$ cat config.mk
export PLATFORM = sky130hd
export DESIGN_NAME = dma_controller_end_flat
export DESIGN_NICKNAME = d
export VERILOG_FILES = /design/src/verilog/dma_resp_pkg.sv /design/src/verilog/dma_link_if.sv /design/src/verilog/address_space_decoder.sv /design/src/verilog/dma_controller_end.sv /design/src/flat_wrapper.sv
export SDC_FILE = /design/constraint.sdc
export NUM_CORES = 1
export LEC_CHECK = 0
export ABC_AREA = 1
export BUFFER_PORTS_ARGS = -buffer_cell sky130_fd_sc_hd__buf_2
export CORE_MARGIN = 2
export CORE_UTILIZATION = 48
export DETAILED_ROUTE_END_ITERATION = 8
export GPL_TIMING_DRIVEN = 0
export HOLD_SLACK_MARGIN = 0.06
export PLACE_DENSITY = 0.78
export SETUP_SLACK_MARGIN = 0.05
export SLEW_MARGIN = 20
export SYNTH_ARGS = -nofsm -noshare
export SYNTH_HDL_FRONTEND = slang
export SYNTH_HIERARCHICAL = 1
export SYNTH_SLANG_ARGS = --single-unit
$ cat constraint.sdc
create_clock -name clk_sys -period 5.8 [get_ports clk_sys]
set_clock_uncertainty 0.2 [all_clocks]
set_input_delay 0.58 -clock clk_sys [delete_from_list [all_inputs] [get_ports clk_sys]]
set_output_delay 0.58 -clock clk_sys [all_outputs]
set_load 0.03 [all_outputs]
$ cat src/verilog/dma_resp_pkg.sv
// Shared constants for the DMA transaction link
package dma_resp_pkg;
   // Command codes on dma_command
   typedef enum logic [2:0] {
      CMD_READ = 3'h0,
      CMD_READ_WRAP = 3'h1,
      CMD_READ_BURST = 3'h2,
      CMD_READ_WRAP_BURST = 3'h3,
      CMD_WRITE = 3'h4,
      CMD_WRITE_MASKED = 3'h5,
      CMD_FLUSH = 3'h6,
      CMD_NONE = 3'h7
   } dma_cmd_t;
   // Acknowledge encodings
   localparam logic [1:0] ACK_IDLE = 2'h0;
   localparam logic [1:0] ACK_DONE = 2'h1;
   localparam logic [1:0] ACK_ERROR = 2'h3;
   // Field widths and positions
   localparam int ADDR_HI = 33;
   localparam int ADDR_LO = 5;
   localparam int ADDR_W = ADDR_HI - ADDR_LO + 1;
   localparam int DATA_W = 128;
   localparam int TAG_W = 16;
   // Address map: address bit 33 (line address bit 28) marks I/O space, below limit is cacheable
   localparam int IO_SPACE_BIT = 33;
   localparam logic [ADDR_W-1:0] CACHEABLE_LIMIT = 29'h0800_0000;
   // Tag value written to invalidate a line
   localparam logic [TAG_W-1:0] INVALID_TAG = 16'h0000;
   // Cycle numbers counted from the grant
   localparam logic [3:0] CYC_CMD = 4'h1;
   localparam logic [3:0] CYC_READ_FIRST = 4'h5;
   localparam logic [3:0] CYC_READ_SECOND = 4'h7;
   // Reset values
   localparam logic [DATA_W-1:0] DATA_RESET = 128'h0;
endpackage : dma_resp_pkg
$ cat src/verilog/dma_link_if.sv
// Shared system bus between DMA requester and controller
`timescale 1ns/1ns
`default_nettype none
interface dma_link_if;
   logic dmaBusGrant;
   logic [2:0] dmaCommand;
   logic [dma_resp_pkg::ADDR_W-1:0] systemLineAddress;
   logic [1:0] bufferLineSelect;
   logic [1:0] transactionAcknowledge;
   logic ioDataReady;
   logic dataHalfSelect;
   logic [dma_resp_pkg::DATA_W-1:0] systemDataOut;
   logic systemDataOe;
   logic [dma_resp_pkg::DATA_W-1:0] systemDataBus;

   // Only the controller drives data here; undriven bus reads as zero
   assign systemDataBus = systemDataOe ? systemDataOut : dma_resp_pkg::DATA_RESET;

   modport controller (
      input dmaBusGrant,
      input dmaCommand,
      input systemLineAddress,
      input bufferLineSelect,
      output transactionAcknowledge,
      output ioDataReady,
      output dataHalfSelect,
      output systemDataOut,
      output systemDataOe
   );
   modport requester (
      output dmaBusGrant,
      output dmaCommand,
      output systemLineAddress,
      output bufferLineSelect,
      input transactionAcknowledge,
      input ioDataReady,
      input dataHalfSelect,
      input systemDataBus
   );
endinterface : dma_link_if
`default_nettype wire

$ cat src/verilog/address_space_decoder.sv
// Classifies a line address as I/O, cacheable or noncacheable
`timescale 1ns/1ns
`default_nettype none
module address_space_decoder #(
   parameter logic [dma_resp_pkg::ADDR_W-1:0] CacheableLimit = dma_resp_pkg::CACHEABLE_LIMIT
) (
   input wire logic [dma_resp_pkg::ADDR_W-1:0] lineAddress,
   output logic isIoSpace,
   output logic isCacheable
);
   always_comb
   begin
      isIoSpace = lineAddress[dma_resp_pkg::IO_SPACE_BIT - dma_resp_pkg::ADDR_LO];
      isCacheable = !isIoSpace && (lineAddress < CacheableLimit);
   end
endmodule : address_space_decoder
`default_nettype wire

$ cat src/verilog/dma_controller_end.sv
// Cache/memory controller end servicing DMA transactions
//
// What this block does
// - Transaction starts at grant, cycle 0
// - Cycle 1 carries command, line address, selector
// - Noncacheable read: miss timing, probe result ignored
// - I/O-space DMA answered with error acknowledge
// - I/O read: drive data bus in cycle 2
// - I/O read: error ack cycle 3, next 4
// - Wrapped read returns octaword 1 then 0
// - Burst read equals read plus next-line hint
// - Wrapped burst combines wrap order and hint
// - Write releases cache only if full and miss
// - Write hit invalidates tag, never writes data
// - Hit cycle 2: first octaword, tag OE off
// - Hit cycle 3: invalid tag driven, second octaword
// - Hit cycle 4: one-cycle tag write enable
// - Hit cycle 5: release tags, acknowledge; 6 free
// - Write miss: load cycle 2, ack 3, next 4
// - Cache disabled: write is miss, invalidate CPU dcache
// - Buffer full: probe done, wait for space
// - Data ready strobe on each read octaword
`timescale 1ns/1ns
`default_nettype none
module dma_controller_end #(
   parameter logic [dma_resp_pkg::ADDR_W-1:0] CacheableLimit = dma_resp_pkg::CACHEABLE_LIMIT
) (
   input wire logic clk_sys,
   input wire logic reset,
   dma_link_if.controller link,
   input wire logic tagHit,
   input wire logic cacheEnableSetting,
   input wire logic longCacheWriteSetting,
   input wire logic writeBufferFull,
   input wire logic [dma_resp_pkg::DATA_W-1:0] memReadData,
   output logic tagOutputEnable,
   output logic tagWriteEnable,
   output logic [dma_resp_pkg::TAG_W-1:0] tagBusOut,
   output logic tagBusOe,
   output logic writeBufferLoad,
   output logic writeOctawordIndex,
   output logic cacheRelease,
   output logic cpuDcacheInvalidateRequest,
   output logic nextLineHint,
   output logic [1:0] activeLineSelect
);
   typedef enum logic [3:0] {
      ST_IDLE = 4'h0,
      ST_CMD = 4'h1,
      ST_DECODE = 4'h2,
      ST_IO_ERR = 4'h3,
      ST_RD_WAIT = 4'h4,
      ST_WR_FULL = 4'h5,
      ST_WH_DRIVE = 4'h6,
      ST_WH_WRITE = 4'h7,
      ST_WH_DONE = 4'h8,
      ST_WM_ACK = 4'h9
   } ctrl_state_t;

   ctrl_state_t stateQ, stateD;
   logic [3:0] cycleQ, cycleD;
   logic [2:0] cmdQ, cmdD;
   logic [dma_resp_pkg::ADDR_W-1:0] addrQ, addrD;
   logic [1:0] lineSelQ, lineSelD;
   logic ioSpaceQ, ioSpaceD;
   logic hitQ, hitD;
   logic [dma_resp_pkg::DATA_W-1:0] dataQ, dataD;
   logic dataOeQ, dataOeD;
   logic decIo, decCacheable;
   logic isWrite, isWrap, isBurst, effHit;

   address_space_decoder #(.CacheableLimit(CacheableLimit)) u_decode (
      .lineAddress(addrQ),
      .isIoSpace(decIo),
      .isCacheable(decCacheable)
   );

   always_comb
   begin
      isWrite = (cmdQ == dma_resp_pkg::CMD_WRITE);
      isWrap = (cmdQ == dma_resp_pkg::CMD_READ_WRAP) || (cmdQ == dma_resp_pkg::CMD_READ_WRAP_BURST);
      isBurst = (cmdQ == dma_resp_pkg::CMD_READ_BURST) || (cmdQ == dma_resp_pkg::CMD_READ_WRAP_BURST);
      // Disabled cache or noncacheable space always probes as a miss
      effHit = tagHit && decCacheable && cacheEnableSetting;
   end

   // Next-state and handshake outputs
   always_comb
   begin
      stateD = stateQ;
      cycleD = cycleQ + 4'h1;
      cmdD = cmdQ;
      addrD = addrQ;
      lineSelD = lineSelQ;
      ioSpaceD = ioSpaceQ;
      hitD = hitQ;
      dataD = dataQ;
      dataOeD = 1'b0;
      link.transactionAcknowledge = dma_resp_pkg::ACK_IDLE;
      link.ioDataReady = 1'b0;
      link.dataHalfSelect = 1'b0;
      tagOutputEnable = 1'b1;
      tagWriteEnable = 1'b0;
      tagBusOut = dma_resp_pkg::INVALID_TAG;
      tagBusOe = 1'b0;
      writeBufferLoad = 1'b0;
      writeOctawordIndex = 1'b0;
      cacheRelease = 1'b0;
      cpuDcacheInvalidateRequest = 1'b0;
      unique case (stateQ)
         ST_IDLE:
         begin
            if (link.dmaBusGrant)
            begin
               stateD = ST_CMD;
               cycleD = dma_resp_pkg::CYC_CMD;
            end
         end
         ST_CMD:
         begin
            cmdD = link.dmaCommand;
            addrD = link.systemLineAddress;
            lineSelD = link.bufferLineSelect;
            stateD = ST_DECODE;
         end
         ST_DECODE:
         begin
            ioSpaceD = decIo;
            hitD = effHit;
            if (decIo)
            begin
               // On a read the bus is held this cycle only, by the drive logic below
               dataD = dma_resp_pkg::DATA_RESET;
               stateD = ST_IO_ERR;
            end
            else if (isWrite)
            begin
               cpuDcacheInvalidateRequest = !cacheEnableSetting;
               if (writeBufferFull)
               begin
                  stateD = ST_WR_FULL;
               end
               else
               begin
                  writeBufferLoad = 1'b1;
                  tagOutputEnable = !effHit;
                  stateD = effHit ? ST_WH_DRIVE : ST_WM_ACK;
               end
            end
            else
            begin
               // Reads follow miss timing whatever the probe says
               stateD = ST_RD_WAIT;
            end
         end
         ST_IO_ERR:
         begin
            link.transactionAcknowledge = dma_resp_pkg::ACK_ERROR;
            stateD = ST_IDLE;
         end
         ST_RD_WAIT:
         begin
            // Octaword loaded a cycle ahead so it stands with its strobe
            if ((cycleQ == dma_resp_pkg::CYC_READ_FIRST - 4'h1) ||
               (cycleQ == dma_resp_pkg::CYC_READ_SECOND - 4'h1))
            begin
               dataOeD = 1'b1;
               dataD = memReadData;
            end
            if (cycleQ == dma_resp_pkg::CYC_READ_FIRST)
            begin
               link.ioDataReady = 1'b1;
               link.dataHalfSelect = isWrap;
            end
            else if (cycleQ == dma_resp_pkg::CYC_READ_SECOND)
            begin
               link.ioDataReady = 1'b1;
               link.dataHalfSelect = 1'b0;
               link.transactionAcknowledge = dma_resp_pkg::ACK_DONE;
               stateD = ST_IDLE;
            end
         end
         ST_WR_FULL:
         begin
            // Probe is done; only a miss may hand the cache back
            cacheRelease = !hitQ;
            tagOutputEnable = !hitQ;
            if (!writeBufferFull)
            begin
               writeBufferLoad = 1'b1;
               stateD = hitQ ? ST_WH_DRIVE : ST_WM_ACK;
            end
         end
         ST_WH_DRIVE:
         begin
            tagOutputEnable = 1'b0;
            tagBusOe = 1'b1;
            tagBusOut = dma_resp_pkg::INVALID_TAG;
            writeBufferLoad = 1'b1;
            writeOctawordIndex = 1'b1;
            stateD = ST_WH_WRITE;
         end
         ST_WH_WRITE:
         begin
            // Only the tag is written, cache data untouched
            tagOutputEnable = 1'b0;
            tagBusOe = 1'b1;
            tagWriteEnable = 1'b1;
            stateD = ST_WH_DONE;
         end
         ST_WH_DONE:
         begin
            tagBusOe = 1'b0;
            link.transactionAcknowledge = dma_resp_pkg::ACK_DONE;
            stateD = ST_IDLE;
         end
         ST_WM_ACK:
         begin
            writeBufferLoad = 1'b1;
            writeOctawordIndex = 1'b1;
            link.transactionAcknowledge = dma_resp_pkg::ACK_DONE;
            stateD = ST_IDLE;
         end
         default:
         begin
            stateD = ST_IDLE;
         end
      endcase
      // Long cache write timing plays no part in the invalidate path
      if (longCacheWriteSetting && 1'b0)
      begin
         tagWriteEnable = 1'b0;
      end
   end

   always_ff @(posedge clk_sys or posedge reset)
   begin
      if (reset)
      begin
         stateQ <= ST_IDLE;
         cycleQ <= 4'h0;
         cmdQ <= dma_resp_pkg::CMD_NONE;
         addrQ <= '0;
         lineSelQ <= 2'h0;
         ioSpaceQ <= 1'b0;
         hitQ <= 1'b0;
         dataQ <= dma_resp_pkg::DATA_RESET;
         dataOeQ <= 1'b0;
      end
      else
      begin
         stateQ <= stateD;
         cycleQ <= cycleD;
         cmdQ <= cmdD;
         addrQ <= addrD;
         lineSelQ <= lineSelD;
         ioSpaceQ <= ioSpaceD;
         hitQ <= hitD;
         dataQ <= dataD;
         dataOeQ <= dataOeD;
      end
   end

   // Data-path drive: I/O read holds the bus in cycle 2 only
   always_comb
   begin
      link.systemDataOut = dataQ;
      link.systemDataOe = dataOeQ || (stateQ == ST_DECODE && decIo && !isWrite);
      nextLineHint = isBurst && (stateQ == ST_RD_WAIT);
      activeLineSelect = lineSelQ;
   end
endmodule : dma_controller_end
`default_nettype wire

$ cat src/flat_wrapper.sv
// flat-port wrapper written by rule: the top's interface ports become plain ports
module dma_controller_end_flat 
#(
   parameter logic [dma_resp_pkg::ADDR_W-1:0] CacheableLimit = dma_resp_pkg::CACHEABLE_LIMIT
)
  (clk_sys, reset, tagHit, cacheEnableSetting, longCacheWriteSetting, writeBufferFull, memReadData, tagOutputEnable, tagWriteEnable, tagBusOut, tagBusOe, writeBufferLoad, writeOctawordIndex, cacheRelease, cpuDcacheInvalidateRequest, nextLineHint, activeLineSelect, link_dmaBusGrant, link_dmaCommand, link_systemLineAddress, link_bufferLineSelect, link_transactionAcknowledge, link_ioDataReady, link_dataHalfSelect, link_systemDataOut, link_systemDataOe);
  dma_link_if link_i ();
  input wire logic clk_sys;
  input wire logic reset;
  input wire logic tagHit;
  input wire logic cacheEnableSetting;
  input wire logic longCacheWriteSetting;
  input wire logic writeBufferFull;
  input wire logic [dma_resp_pkg::DATA_W-1:0] memReadData;
  output logic tagOutputEnable;
  output logic tagWriteEnable;
  output logic [dma_resp_pkg::TAG_W-1:0] tagBusOut;
  output logic tagBusOe;
  output logic writeBufferLoad;
  output logic writeOctawordIndex;
  output logic cacheRelease;
  output logic cpuDcacheInvalidateRequest;
  output logic nextLineHint;
  output logic [1:0] activeLineSelect;
  input wire logic [$bits(link_i.dmaBusGrant)-1:0] link_dmaBusGrant;
  input wire logic [$bits(link_i.dmaCommand)-1:0] link_dmaCommand;
  input wire logic [$bits(link_i.systemLineAddress)-1:0] link_systemLineAddress;
  input wire logic [$bits(link_i.bufferLineSelect)-1:0] link_bufferLineSelect;
  output wire logic [$bits(link_i.transactionAcknowledge)-1:0] link_transactionAcknowledge;
  output wire logic [$bits(link_i.ioDataReady)-1:0] link_ioDataReady;
  output wire logic [$bits(link_i.dataHalfSelect)-1:0] link_dataHalfSelect;
  output wire logic [$bits(link_i.systemDataOut)-1:0] link_systemDataOut;
  output wire logic [$bits(link_i.systemDataOe)-1:0] link_systemDataOe;
  assign link_i.dmaBusGrant = link_dmaBusGrant;
  assign link_i.dmaCommand = link_dmaCommand;
  assign link_i.systemLineAddress = link_systemLineAddress;
  assign link_i.bufferLineSelect = link_bufferLineSelect;
  assign link_transactionAcknowledge = link_i.transactionAcknowledge;
  assign link_ioDataReady = link_i.ioDataReady;
  assign link_dataHalfSelect = link_i.dataHalfSelect;
  assign link_systemDataOut = link_i.systemDataOut;
  assign link_systemDataOe = link_i.systemDataOe;
  dma_controller_end #(.CacheableLimit(CacheableLimit)) u_core (.clk_sys(clk_sys), .reset(reset), .link(link_i), .tagHit(tagHit), .cacheEnableSetting(cacheEnableSetting), .longCacheWriteSetting(longCacheWriteSetting), .writeBufferFull(writeBufferFull), .memReadData(memReadData), .tagOutputEnable(tagOutputEnable), .tagWriteEnable(tagWriteEnable), .tagBusOut(tagBusOut), .tagBusOe(tagBusOe), .writeBufferLoad(writeBufferLoad), .writeOctawordIndex(writeOctawordIndex), .cacheRelease(cacheRelease), .cpuDcacheInvalidateRequest(cpuDcacheInvalidateRequest), .nextLineHint(nextLineHint), .activeLineSelect(activeLineSelect));
endmodule
==> Word-level counts from Yosys, hierarchy flattened <==
Index checks and enable logic that the tools add are counted.
{ "word_totals": {"reg_bits": 172, "inputBits": 169, "output_inout_bits": 159, "word_cells": 95} }
{ "op_classes": {"add_sub_neg": 1, "n_lt_le_gt_ge": 1, "eq_ne": 23, "mux": 40, "reduce_logical": 22} }
{ "ops": {"columns": ["cell", "n"], "rows": [
  ["128-bit 2-to-1 mux", 2],
  ["128-bit one-hot mux with 2 select lines", 1],
  ["4-bit 2-to-1 mux", 11],
  ["4-bit by 3-bit equality test with 1-bit output (second input constant)", 8],
  ["29-bit by 28-bit less-than comparator with 1-bit output (second input constant)", 1],
  ["4-bit one-hot mux with 7 select lines", 1],
  ["1-bit 2-to-1 mux", 21],
  ["4-bit by 2-bit equality test with 1-bit output (second input constant)", 2],
  ["4-bit equality test (second input constant)", 2],
  ["3-bit by 2-bit equality test with 1-bit output (second input constant)", 2],
  ["1-bit logical AND", 6],
  ["2-bit by 1-bit != test with 1-bit output (second input constant)", 3],
  ["2-bit != test (second input constant)", 3],
  ["1-bit one-hot mux with 3 select lines", 2],
  ["2-bit one-hot mux with 3 select lines", 1],
  ["2-bit OR reduction", 3],
  ["1-bit logical NOT", 5],
  ["4-bit by 1-bit adder with 4-bit output (second input constant)", 1],
  ["4-bit by 1-bit equality test with 1-bit output (second input constant)", 1],
  ["4-bit logical NOT", 1],
  ["1-bit logical OR", 4],
  ["4-bit AND reduction", 1],
  ["3-bit by 1-bit equality test with 1-bit output (second input constant)", 1],
  ["3-bit equality test (second input constant)", 1],
  ["3 further kinds", 3]
]} }

==> Logic depth before layout (Yosys ltp) <==
{ "depth": {"word_depth": 9, "depth_mapped": 10, "ltp_nobuf": 9} }

==> By module <==
Netlist, hierarchy kept.
{ "modules_own_cells": {"columns": ["module", "n_inst", "cells_per_inst", "area_each_um2", "seq_area_each_um2"], "rows": [
  ["dma_controller_end", 1, 785, 7414.6, 4307.9],
  ["address_space_decoder", 1, 2, 11.3, 0.0]
]} }

==> Worst setup path before layout <==
No wires, ideal clock.
{ "synth_timing": {"path_kind": "flip-flop to output port", "from": "register u_core.stateQ[3]", "to": "output port cpuDcacheInvalidateRequest", "arrival_ps": 1717, "t_required_ps": 5020, "path_slack_ps": 3303, "path_stages_with_launch": 4, "path_buffers": 0, "path_cell_list": "dfrtp_1 nor2_1 nand2_1 nor4_1"} }
{ "synth_between": {"elab_chain_cells": 2} }
{ "synth_lines": {"columns": ["item", "line", "rtl"], "rows": [
  ["from (decl)", "dma_controller_end.sv:60", "ctrl_state_t stateQ, stateD;"],
  ["from (signal assigned)", "dma_controller_end.sv:252", "stateQ <= stateD;"],
  ["4-bit by 2-bit equality test with 1-bit output", "dma_controller_end.sv:110", "unique case (stateQ)"],
  ["1-bit 2-to-1 mux", "dma_controller_end.sv:110", null],
  ["to (decl)", "flat_wrapper.sv:22", "output logic cpuDcacheInvalidateRequest;"]
]} }
Every way passes these cells.

==> Worst setup path in the final report <==
{ "layout_timing": {"from": "register u_core.stateQ[3]", "to": "output port link_systemDataOe"} }
{ "layout_between": {"elab_chain_cells": 4} }
{ "layout_lines": {"columns": ["item", "line", "rtl"], "rows": [
  ["4-bit by 2-bit equality test with 1-bit output", "dma_controller_end.sv:268", "link.systemDataOe = dataOeQ || (stateQ == ST_DECODE && decIo && !isWrite);"],
  ["1-bit logical AND (2 in a row)", "dma_controller_end.sv:268", null],
  ["1-bit logical OR", "dma_controller_end.sv:268", null],
  ["to (decl)", "flat_wrapper.sv:33", "output wire logic [$bits(link_i.systemDataOe)-1:0] link_systemDataOe;"]
]} }
Every way passes these cells.

==> results_tabular.tex <==
\begin{tabular}{lr}
\hline
Metric & Value \\
\hline
\multicolumn{2}{l}{\textbf{Place}} \\
Estimated wirelength of the detail-placed design & 13780 um \\
Placer's final routability congestion estimate & 0.8942 \\
Placed insts & 1208 \\
Port Buffers & 283 \\
\multicolumn{2}{l}{\textbf{Routing}} \\
Length of the first detailed-routing pass in iterations & 5 \\
Detailed Route Iter0 Violations & 495 \\
Final wirelength & 19170 um \\
Number of antenna-violating nets in the routed design & 0 \\
DR DRC count & 0 \\
Via-to-Cell Ratio & 5.209 \\
Wirelength per Cell & 15.44 um \\
Via Count & 6464 \\
\multicolumn{2}{l}{\textbf{Worst setup path}} \\
Origin of the critical flop-to-flop path & u\_core/stateQ[3] \\
Required time reported for the critical path endpoint & 5.02 ns \\
Type of destination of the critical path & primary output \\
Register-to-register setup slack & 3.63 ns \\
R2r endpoint & u\_core/link.systemDataOut[59] \\
Launching element type of the critical path & flip-flop \\
Crit path kind & flip-flop to primary output \\
Number of cells on the worst reg-to-reg path & 6 \\
CP Data Arrival Time & 2.35 ns \\
Largest fanout on the critical path & 10 \\
Critical Path Source & u\_core/stateQ[3] \\
\multicolumn{2}{l}{\textbf{Power}} \\
Leak pwr & 5.333 nW \\
Largest vdd supply drop & 0.3016 mV \\
Power consumption & 5.110 mW \\
Power density relative to cell area & 584.5 nW/um\^{}2 \\
\multicolumn{2}{l}{\textbf{Worst hold path}} \\
Cell depth of the worst hold path & 2 \\
Min-delay src & link\_dmaCommand[2] \\
Path type of the worst min-delay path & input pin to flip-flop \\
Terminating pin of the worst hold path & u\_core/cmdQ[2] \\
\multicolumn{2}{l}{\textbf{Floorplan}} \\
Die outline width & 119.9 um \\
Vert. Die Dim & 119.9 um \\
Placement Rows & 42 \\
Starting Density & 0.4887 \\
Die Footprint & 14370 um\^{}2 \\
I/O Pins & 328 \\
Core region area & 13190 um\^{}2 \\
\multicolumn{2}{l}{\textbf{GRT}} \\
Gr usage total & 0.2664 \\
Global route total overflow & 0 \\
Wire length of the first global-routing pass & 29970 um \\
Maximum number of pins on one net before global-route repair & 80 \\
Antenna violations before repair & 0 \\
Via count of the first global-routing pass & 6081 \\
\multicolumn{2}{l}{\textbf{STA}} \\
Period utilisation layout & 0.5397 \\
Slew at the pin closest to its max-slew limit & 0.5180 ns \\
Final hold violations & 0 \\
Max Freq & 319.5 MHz \\
Fin crit period & 3.130 ns \\
Final-report setup violation count & 0 \\
Headroom to the max-slew limit & 0.6547 \\
Unrepaired setup endpoints after global routing & false \\
Fin. max-slew vios & 0 \\
\multicolumn{2}{l}{\textbf{Clocking}} \\
Clk sinks & 145 \\
Setup Buffers After CTS & 0 \\
Root buffer cell & sky130\_fd\_sc\_hd\_\_clkbuf\_16 \\
Maximum clock insertion buffer count & 2 \\
Clock tree from TritonCTS & done \\
Clock insertion delay at the later pin of the skew report & 0.41 ns \\
Clock transition at the registers of the reported paths & 0.06 ns \\
Clock buffers created by TritonCTS & 17 \\
Depth of the CTS H-tree & 4 \\
\multicolumn{2}{l}{\textbf{Yosys}} \\
Post-synthesis cell area & 6446 um\^{}2 \\
Gate count of the mapped netlist & 733 \\
Post-synthesis average cell area & 8.794 um\^{}2 \\
Yosys warning total & 6 \\
\multicolumn{2}{l}{\textbf{Finish}} \\
Final \#Nets & 1225 \\
Share of post-route cells with drive strength above 1 & 0.3568 \\
Syn-to-layout area delta & 35.64\% \\
Final core area utilization & 0.6629 \\
Antenna diode instance count & 0 \\
Layout Cells excl Fill & 1241 \\
\multicolumn{2}{l}{\textbf{Flow run}} \\
Total of max-cap violations & 0 \\
\multicolumn{2}{l}{\textbf{Run status}} \\
Result of the run & completed \\
\hline
\end{tabular}
worst max-delay path, cell delays in order (launching register included):
cell,delay (ns)
sky130_fd_sc_hd__dfrtp_1,0.41
sky130_fd_sc_hd__nor2_1,0.38
sky130_fd_sc_hd__nand3_2,0.27
sky130_fd_sc_hd__buf_2,0.30
sky130_fd_sc_hd__buf_2,0.22
sky130_fd_sc_hd__o21bai_1,0.13
sky130_fd_sc_hd__buf_2,0.21
placed cells by master (no fill, tap or decap), drive strengths merged:
cell and n:
clkbuf 40, nor3 2, bufinv 1, conb 16
nor2 28, o21bai 2, nand2 164, a21oi 8
o21ai 4, nand3 266, nor4 2, o31ai 1
mux2 5, dfrtp 142, clkinv 4, dlygate4sd3 1
inv 25, dfstp 3, buf 343, clkinvlp 3
ha 4, o211ai 1
area by class of cell:
| cell class | instances | area [um^2] |
|---|---|---|
| timing repair buffer | 285 | 1454 |
| sequential | 145 | 3632 |
| multi-input combinational | 503 | 2356 |
| tap | 176 | 220.2 |
| clock buffer | 23 | 478.0 |
| clock inverter | 9 | 81.33 |
| inverter | 24 | 97.59 |
| fill | 1153 | 4447 |
| buffer | 76 | 424.2 |
through the flow:
step / hold WS (ns) / cell area (um^2) / setup WS [ns] / TNS (ns)
global placement: 0.2699 / 8139 / -0.5638 / -79.06
finish: 0.1789 / 8743 / 2.670 / 0
global route: 0.1750 / 8743 / 2.548 / 0
CTS: 0.1687 / 8743 / 2.681 / 0
floorplan: 0.2709 / 6502 / 1.130 / 0
detailed placement: 0.2880 / 8174 / 3.150 / 0
power by group:
| group | internal (mW) | switching [mW] |
|---|---|---|
| combinational | 0.683 | 1.69 |
| clock | 0.622 | 0.410 |
| sequential | 1.45 | 0.254 |
worst max-delay path by stage:
| stage | endpoint | slack [ns] | cells past startpoint |
|---|---|---|---|
| floorplan | u_core/activeLineSelect[0] | 1.13 | 1 |
| global placement | u_core/link.systemDataOut[26] | -0.56 | 2 |
| detailed placement | link_systemDataOe | 3.15 | 6 |
| CTS | link_systemDataOe | 2.68 | 6 |
| global route | link_systemDataOe | 2.55 | 6 |
| finish | link_systemDataOe | 2.67 | 6 |
registers in the layout, indices dropped and copies added (netlist names):
register / cells
u_core/activeLineSelect: 2
u_core/cmdQ: 3
u_core/stateQ: 4
u_core/addrQ: 2
u_core/link.systemDataOut: 128
u_core/cycleQ: 4
u_core/hitQ: 1
u_core/dataOeQ: 1
repair_timing:
action	CTS	global route
gates resized for setup	0	0
setup endpoints to repair	0	0
hold buffers	1	0
hold endpoints to repair	66	0
per-layer routing:
metal | track usage | vias up | routed length [um]
met5 | 0 | - | 0
li1 | - | 3059 | -
met4 | 0.1096 | 0 | 562
met1 | 0.3402 | 3059 | 7702
met2 | 0.4325 | 303 | 9389
met3 | 0.06987 | 43 | 1510
Note: power is estimated with default switching activity, not from simulation.
